==> src/hdl/ubdl_regs.vh <==
// Purpose: constants for the bulk / done-queue pointer block
// Assumes: 32-bit register port, byte addresses
// Notes:   definitions only
`ifndef UBDL_REGS_VH
`define UBDL_REGS_VH
`define UBDL_OFS_CTRL_HEAD  8'h20
`define UBDL_OFS_CTRL_CUR   8'h24
`define UBDL_OFS_BULK_HEAD  8'h28
`define UBDL_OFS_BULK_CUR   8'h2c
`define UBDL_OFS_DONE_HEAD  8'h30
`define UBDL_OFS_INT_STAT   8'h40
`define UBDL_OFS_INT_MASK   8'h44
`define UBDL_OFS_CTRL       8'h48
`define UBDL_PTR_LSB        4
`define UBDL_PTR_RST        28'h0000000
`define UBDL_INT_WDH        0
`define UBDL_INT_BULK_WRAP  1
`define UBDL_INT_CTRL_WRAP  2
`define UBDL_INT_W          3
`define UBDL_CTRL_BLE       0
`define UBDL_CTRL_CLE       1
`define UBDL_CTRL_BLF       2
`define UBDL_CTRL_CLF       3
`define UBDL_CTRL_W         4
`endif

==> src/hdl/ubdl_list_ptr.v <==
// Purpose: one list's head and current endpoint pointer pair
// Assumes: single clock, synchronous inputs
// Notes:   used for both bulk and control lists
`timescale 1ns/100ps
`default_nettype none
`include "ubdl_regs.vh"
module ubdl_list_ptr (
  input  wire        i_clk_sys,
  input  wire        i_rst_n,
  input  wire        i_ce,
  input  wire        i_head_wr,
  input  wire        i_head_load,
  input  wire [27:0] i_head_val,
  input  wire        i_cur_wr,
  input  wire [27:0] i_cur_wval,
  input  wire        i_advance,
  input  wire [27:0] i_next_val,
  input  wire        i_end_reached,
  input  wire        i_filled,
  output reg  [27:0] o_head,
  output reg  [27:0] o_cur,
  output wire        o_wrap
);
  // wrap only when the filled flag says new work was queued
  assign o_wrap = i_end_reached & i_filled;
  always @(posedge i_clk_sys or negedge i_rst_n) begin
    if (!i_rst_n) begin
      o_head <= `UBDL_PTR_RST;
      o_cur  <= `UBDL_PTR_RST;
    end else if (i_ce) begin
      if (i_head_wr || i_head_load)
        o_head <= i_head_val;
      if (o_wrap)
        o_cur <= o_head;
      else if (i_advance)
        o_cur <= i_next_val;
      else if (i_cur_wr)
        o_cur <= i_cur_wval;
    end
  end
endmodule // ubdl_list_ptr
`default_nettype wire

==> src/hdl/ubdl_ptrs.v <==
// Purpose: bulk / control list pointers and done-queue head of a usb host
// Assumes: list walker and memory engine outside; register port 32-bit
// Notes:   current pointer persists across frames; zero marks list end
//
// Contract
// - each bulk traversal starts at the head pointer's upper 28 bits.
// - at initialization the bulk head is loaded from the shared area.
// - bulk endpoints are served round-robin in insertion order.
// - after serving an endpoint the current pointer moves to the next.
// - a new frame resumes at the current pointer, not at the head.
// - at bulk list end, if filled is set copy head to current and clear it.
// - the bulk current pointer resets to zero, which means end of list.
// - a completed descriptor first gets the done head in its link field.
// - then the done head takes the completed descriptor's address.
// - writing the done head to the shared area clears it to zero.
// - each done head writeback sets the writeback-done status flag.
// - at control list end, if filled is set copy head and clear it.
//
// Design decision made here: the plain strobed port.
`timescale 1ns/100ps
`default_nettype none
`include "ubdl_regs.vh"
module ubdl_ptrs (
  input  wire        i_clk_sys,
  input  wire        i_rst_n,
  input  wire        i_ce,
  input  wire [7:0]  i_addr,
  input  wire [31:0] i_wdata,
  input  wire        i_wr,
  input  wire        i_rd,
  output reg  [31:0] o_rdata,
  input  wire        i_init_load,
  input  wire [31:0] i_init_bulk_head,
  input  wire [31:0] i_init_ctrl_head,
  input  wire        i_bulk_served,
  input  wire [31:0] i_bulk_next,
  input  wire        i_ctrl_served,
  input  wire [31:0] i_ctrl_next,
  input  wire        i_td_done,
  input  wire [31:0] i_td_addr,
  input  wire        i_link_ack,
  input  wire        i_wb_req,
  input  wire        i_wb_ack,
  output reg         o_link_req,
  output reg  [31:0] o_link_addr,
  output reg  [31:0] o_link_data,
  output reg         o_wb_req,
  output reg  [31:0] o_wb_data,
  output wire        o_busy,
  output wire [31:0] o_bulk_cur,
  output wire [31:0] o_ctrl_cur,
  output wire        o_bulk_enable,
  output wire        o_ctrl_enable,
  output wire        o_irq
);
  localparam ST_IDLE = 2'h0;
  localparam ST_LINK = 2'h1;
  localparam ST_WB   = 2'h2;

  reg  [1:0]  state;
  reg  [1:0]  next_state;
  reg  [27:0] done_head;
  reg  [27:0] pend_td;
  reg  [`UBDL_INT_W-1:0]  int_stat;
  reg  [`UBDL_INT_W-1:0]  int_mask;
  reg  [`UBDL_CTRL_W-1:0] ctrl;
  wire [27:0] bulk_head;
  wire [27:0] bulk_cur;
  wire [27:0] ctrl_head;
  wire [27:0] ctrl_cur;
  wire        bulk_wrap;
  wire        ctrl_wrap;
  wire        wr_bh;
  wire        wr_bc;
  wire        wr_ch;
  wire        wr_cc;
  wire        wr_ctl;
  wire        bulk_end;
  wire        ctrl_end;
  wire        wb_done;
  wire [`UBDL_INT_W-1:0] int_set;

  assign wr_bh = i_wr && (i_addr == `UBDL_OFS_BULK_HEAD);
  assign wr_ch = i_wr && (i_addr == `UBDL_OFS_CTRL_HEAD);
  assign wr_ctl = i_wr && (i_addr == `UBDL_OFS_CTRL);
  // current pointer writes are dropped while the list runs
  assign wr_bc = i_wr && (i_addr == `UBDL_OFS_BULK_CUR)
                 && !ctrl[`UBDL_CTRL_BLE];
  assign wr_cc = i_wr && (i_addr == `UBDL_OFS_CTRL_CUR)
                 && !ctrl[`UBDL_CTRL_CLE];
  // zero current pointer stands for end of list
  assign bulk_end = i_bulk_served && (i_bulk_next[31:4] == 28'h0000000);
  assign ctrl_end = i_ctrl_served && (i_ctrl_next[31:4] == 28'h0000000);
  assign wb_done  = (state == ST_WB) && i_wb_ack;

  ubdl_list_ptr u_bulk (
    .i_clk_sys     (i_clk_sys),
    .i_rst_n       (i_rst_n),
    .i_ce          (i_ce),
    .i_head_wr     (wr_bh),
    .i_head_load   (i_init_load),
    .i_head_val    (i_init_load ? i_init_bulk_head[31:4]
                                : i_wdata[31:4]),
    .i_cur_wr      (wr_bc),
    .i_cur_wval    (i_wdata[31:4]),
    .i_advance     (i_bulk_served),
    .i_next_val    (i_bulk_next[31:4]),
    .i_end_reached (bulk_end),
    .i_filled      (ctrl[`UBDL_CTRL_BLF]),
    .o_head        (bulk_head),
    .o_cur         (bulk_cur),
    .o_wrap        (bulk_wrap)
  );

  ubdl_list_ptr u_ctrl (
    .i_clk_sys     (i_clk_sys),
    .i_rst_n       (i_rst_n),
    .i_ce          (i_ce),
    .i_head_wr     (wr_ch),
    .i_head_load   (i_init_load),
    .i_head_val    (i_init_load ? i_init_ctrl_head[31:4]
                                : i_wdata[31:4]),
    .i_cur_wr      (wr_cc),
    .i_cur_wval    (i_wdata[31:4]),
    .i_advance     (i_ctrl_served),
    .i_next_val    (i_ctrl_next[31:4]),
    .i_end_reached (ctrl_end),
    .i_filled      (ctrl[`UBDL_CTRL_CLF]),
    .o_head        (ctrl_head),
    .o_cur         (ctrl_cur),
    .o_wrap        (ctrl_wrap)
  );

  // frame boundaries never touch the current pointer, so the walker resumes
  assign o_bulk_cur    = {bulk_cur, 4'h0};
  assign o_ctrl_cur    = {ctrl_cur, 4'h0};
  assign o_bulk_enable = ctrl[`UBDL_CTRL_BLE];
  assign o_ctrl_enable = ctrl[`UBDL_CTRL_CLE];
  assign o_busy        = (state != ST_IDLE);
  assign o_irq         = |(int_stat & int_mask);
  assign int_set       = {ctrl_wrap, bulk_wrap, wb_done};

  // a new completion is refused (busy) until the previous one is linked
  always @* begin
    next_state = state;
    case (state)
      ST_IDLE: begin
        if (i_td_done)
          next_state = ST_LINK;
        else if (i_wb_req)
          next_state = ST_WB;
      end
      ST_LINK: begin
        if (i_link_ack)
          next_state = ST_IDLE;
      end
      ST_WB: begin
        if (i_wb_ack)
          next_state = ST_IDLE;
      end
      default: next_state = ST_IDLE;
    endcase
  end

  always @(posedge i_clk_sys or negedge i_rst_n) begin
    if (!i_rst_n) begin
      state       <= ST_IDLE;
      done_head   <= `UBDL_PTR_RST;
      pend_td     <= `UBDL_PTR_RST;
      o_link_req  <= 1'b0;
      o_link_addr <= 32'h00000000;
      o_link_data <= 32'h00000000;
      o_wb_req    <= 1'b0;
      o_wb_data   <= 32'h00000000;
    end else if (i_ce) begin
      state <= next_state;
      if (state == ST_IDLE && i_td_done) begin
        pend_td     <= i_td_addr[31:4];
        o_link_req  <= 1'b1;
        o_link_addr <= {i_td_addr[31:4], 4'h0};
        o_link_data <= {done_head, 4'h0};
      end else if (state == ST_IDLE && i_wb_req) begin
        o_wb_req  <= 1'b1;
        o_wb_data <= {done_head, 4'h0};
      end
      if (state == ST_LINK && i_link_ack) begin
        o_link_req <= 1'b0;
        done_head  <= pend_td;
      end
      if (wb_done) begin
        o_wb_req  <= 1'b0;
        done_head <= `UBDL_PTR_RST;
      end
    end
  end

  // control, status and mask; hardware sets win over software clears
  always @(posedge i_clk_sys or negedge i_rst_n) begin
    if (!i_rst_n) begin
      int_stat <= {`UBDL_INT_W{1'b0}};
      int_mask <= {`UBDL_INT_W{1'b0}};
      ctrl     <= {`UBDL_CTRL_W{1'b0}};
      o_rdata  <= 32'h00000000;
    end else if (i_ce) begin
      if (i_rd && i_addr == `UBDL_OFS_INT_STAT)
        int_stat <= int_set;
      else
        int_stat <= int_stat | int_set;
      if (i_wr && i_addr == `UBDL_OFS_INT_MASK)
        int_mask <= i_wdata[`UBDL_INT_W-1:0];
      if (wr_ctl)
        ctrl <= i_wdata[`UBDL_CTRL_W-1:0];
      // a fresh software set of a filled bit outlives a wrap in that cycle
      if (bulk_wrap && !(wr_ctl && i_wdata[`UBDL_CTRL_BLF]))
        ctrl[`UBDL_CTRL_BLF] <= 1'b0;
      if (ctrl_wrap && !(wr_ctl && i_wdata[`UBDL_CTRL_CLF]))
        ctrl[`UBDL_CTRL_CLF] <= 1'b0;
      o_rdata <= 32'h00000000;
      if (i_rd) begin
        case (i_addr)
          `UBDL_OFS_CTRL_HEAD: o_rdata <= {ctrl_head, 4'h0};
          `UBDL_OFS_CTRL_CUR:  o_rdata <= {ctrl_cur, 4'h0};
          `UBDL_OFS_BULK_HEAD: o_rdata <= {bulk_head, 4'h0};
          `UBDL_OFS_BULK_CUR:  o_rdata <= {bulk_cur, 4'h0};
          `UBDL_OFS_DONE_HEAD: o_rdata <= {done_head, 4'h0};
          `UBDL_OFS_INT_STAT:  o_rdata <= {29'h0, int_stat};
          `UBDL_OFS_INT_MASK:  o_rdata <= {29'h0, int_mask};
          `UBDL_OFS_CTRL:      o_rdata <= {28'h0, ctrl};
          default:             o_rdata <= 32'h00000000;
        endcase
      end
    end
  end
endmodule // ubdl_ptrs
`default_nettype wire

==> config.mk <==
export PLATFORM = sky130hd
export DESIGN_NAME = ubdl_ptrs
export DESIGN_NICKNAME = d
export VERILOG_FILES = /design/src/hdl/ubdl_list_ptr.v /design/src/hdl/ubdl_ptrs.v
export VERILOG_INCLUDE_DIRS = /design/src /design/src/hdl
export SDC_FILE = /design/constraint.sdc
export NUM_CORES = 1
export LEC_CHECK = 0
export CORE_MARGIN = 2
export CORE_UTILIZATION = 40
export DETAILED_ROUTE_END_ITERATION = 8
export DONT_BUFFER_PORTS = 1
export HOLD_SLACK_MARGIN = 0.06
export PLACE_DENSITY = 0.6
export SLEW_MARGIN = 20
export SYNTH_ARGS = -nofsm -noshare
export SYNTH_HDL_FRONTEND = slang
export SYNTH_HIERARCHICAL = 1
export SYNTH_SLANG_ARGS = --single-unit
==> constraint.sdc <==
create_clock -name i_clk_sys -period 2.2 [get_ports i_clk_sys]
set_input_delay 0.33 -clock i_clk_sys [delete_from_list [all_inputs] [get_ports i_clk_sys]]
set_output_delay 0.33 -clock i_clk_sys [all_outputs]
set_load 0.1 [all_outputs]
==> results_dict.tcl <==
set metrics [dict create \
    hold_viol 270 \
    antenna_found_initial 1 \
    critPathArrivalTime_ns 2.60 \
    die_area_um2 36500 \
    cts_tree "built" \
    synth-async-reset-ratio 1.00 \
    grt_busiest_layer "met2" \
    syn_area_per_cell_um2 11.9 \
    synthTopCellsByCount "270 x dfrtp_1, 120 x nand2_1, 93 x mux2_2" \
    core-area_um2 34500 \
    routed-via-count 10400 \
    drive_gt1_frac 0.269 \
    dpl.hpwl_um 32600 \
    setup_violations 0 \
    ioPinCount 410 \
    cts_buffer_depth 3 \
    synth_seq_cells 270 \
    startpoint "ctrl[1]$_DFFE_PN0P_" \
    drv_slew 0 \
    wire_per_inst_um 26.1 \
    violations "hold timing" \
    fillCellCount 3077 \
    port_buffers 0 \
    synthDominantCellAreaShare 0.483 \
    synth_edf_count 0 \
    synth_area_um2 14000 \
    fin_skew_ns 0.0130 \
    place.gp.congestion 0.887 \
    r2r_start "ctrl[1]$_DFFE_PN0P_" \
    hold_class "primary input to asynchronous set/reset pin" \
    clk-insertion-delay-late_ns 0.52 \
    post_drt_via_cell_ratio 5.81 \
    drc 0 \
    slew_headroom 0.250 \
    crit_type "register to register" \
    met1_usage 0.348 \
    yosysTopAreaCell "dfrtp_1" \
    clockRootBuffer "clkbuf_16" \
    cts_made_buffers 34 \
    ys.flop_type "dfrtp_1" \
    grt-ovfl-total 0 \
    tightestPinTransition_ns 1.12 \
    peakVddDrop_mv 1.15 \
    grt_pass1_vias 10400 \
    run_status "finished with violations" \
    multiInputGateArea_um2 6690 \
    dr.pass1.iters 5 \
    worstPathRequired_ns 2.65 \
    ys_warn_count 6 \
    grtUsageMet2 0.375 \
    die_x_um 191 \
    nNetsFinal 1526 \
    power.leakage_nw 7.42 \
    fin_crit_sh 0.979 \
    startpoint_type "register" \
    grt_max_degree 271 \
    yosysMostFrequentCell "dfrtp_1" \
    clkTransAtPathRegs_ns 0.06 \
    finalCoreUtilization 0.495 \
    start_util 0.406 \
    fmax_ghz 0.464 \
    p_per_area_nw_per_um2 1350 \
    cp_max_fo 7 \
    row_count 68 \
    cts-htree-levels 2 \
    synthCells 1173 \
    met3_usage 0.0670 \
    synth_seq_area_share 0.483 \
    total_power_mw 23.0 \
    cp-end-kind "register" \
    clock-sinks 270 \
    max-cap-violations 0 \
    grt_usage 0.249 \
    syn2layout_area_growth_pct 22.0 \
    synth.distinct_cells 54 \
    fin_hold_ws_ns -0.487 \
    seq_area_um2 6760 \
    drt_iter0_drc 762 \
    grt_pass1_wl_um 68000 \
    postRouteAntennaNets 0 \
    wirelength_um 46900 \
    synth_area_leaders "dfrtp_1 48%, mux2_2 7.5%, mux2_1 7.2%" \
    period_minus_slack_ns 2.15 \
    die_h_um 191 \
]
-- per-layer routing --
metal / vias up / wire length [µm] / share of wire
li1: 4653 / - / -
met1: 5229 / 20400 / 0.44
met2: 458 / 21100 / 0.45
met3: 65 / 4240 / 0.091
met4: 0 / 1090 / 0.023
met5: - / 0 / 0
-- critical path: stages (launching register included) --
cell and delay [ns]:
dfrtp_1 0.42, nor4_4 0.27, buf_4 0.20, o31a_1 0.17
buf_4 0.14, clkbuf_16 0.16, a2bb2oi_1 0.16, dlygate4sd3_1 0.56
-- state kept, by name, indices dropped and copies added (netlist names) --
signal	cells
u_ctrl/o_head	28
o_rdata	32
o_wb_data	28
u_ctrl/o_cur	28
int_mask	3
int_stat	3
o_link_req	1
ctrl	4
done_head	28
u_bulk/o_cur	28
o_wb_req	1
o_link_data	28
state	2
u_bulk/o_head	28
o_link_addr	28
-- path summary, 6_finish.rpt --
check / cells past startpoint / slack [ns] / to
worst min-delay path: 0 / -0.49 / o_link_addr[13]$_DFFE_PN0P_
max in group asynchronous: 0 / 2.25 / u_ctrl/o_cur[20]$_DFFE_PN0P_
worst min register to register: 1 / 0.52 / int_mask[1]$_DFFE_PN0P_
worst max-delay path: 7 / 0.05 / u_ctrl/o_cur[14]$_DFFE_PN0P_
min in group i_clk_sys: 3 / 0.07 / u_bulk/o_head[23]$_DFFE_PN0P_
worst max register to register: 7 / 0.05 / u_ctrl/o_cur[14]$_DFFE_PN0P_
-- placed cells by master (no fill, tap or decap), types with 10 or more instances in the layout --
master / count
dfrtp_1: 270
buf_4: 123
nand2_1: 120
mux2_2: 93
mux2_1: 90
dlygate4sd3_1: 68
nand3b_1: 58
a2bb2oi_1: 55
nor2_1: 39
clkbuf_16: 37
o31ai_1: 36
mux2i_1: 31
o2bb2ai_1: 30
a22o_1: 30
nand2b_1: 29
a222oi_1: 29
a211oi_2: 20
conb_1: 20
mux2_4: 20
o31ai_2: 20
nor4_1: 10
-- through the flow --
| step | setup slack, ns | area [µm²] | TNS, ns | std cells |
|---|---|---|---|---|
| 6_report | 0.0469 | 17100 | 0 | 1792 |
| 5_1_grt | -0.0143 | 17100 | -0.0349 | 1792 |
| 4_1_cts | 0.0713 | 17000 | 0 | 1783 |
| 3_5_place_dp | -0.110 | 15100 | -1.91 | 1656 |
| 3_3_place_gp | -0.0412 | 15100 | -0.541 | 1656 |
| 2_1_floorplan | 0.0177 | 14100 | 0 | 1192 |
-- repair_timing --
item / 4_1_cts / 5_1_grt
setup buffers: 0 / 6
endpoints found under the hold margin: 409 / 272
resized for setup: 0 / 2
setup endpoints to repair: 0 / 19
hold buffers: 70 / 1
-- layout make-up --
class,count,share of cell area
tap,455,0.0333
clock inverter,13,0.0115
timing repair buffer,203,0.109
antenna,2,0.000293
sequential,270,0.396
inverter,8,0.00176
multi-input combinational,797,0.392
clock buffer,44,0.0568
-- power by group --
part | total [mW] | internal, mW | switching (mW) | leakage [nW]
Sequential | 12.9 | 6.19 | 6.72 | 3.30
Combinational | 4.32 | 1.63 | 2.68 | 3.55
Clock | 5.80 | 3.58 | 2.22 | 0.568
Total | 23.0 | 11.4 | 11.6 | 7.42
-- cells by family after synthesis --
group,Yosys count,share of synthesized area
buf+inv,125,0.0477
flops,270,0.483
compound gates,250,0.165
simple gates,293,0.114
mux,234,0.191
other cells,1,0.000268
No activity file was read; power rests on OpenSTA's default activity.
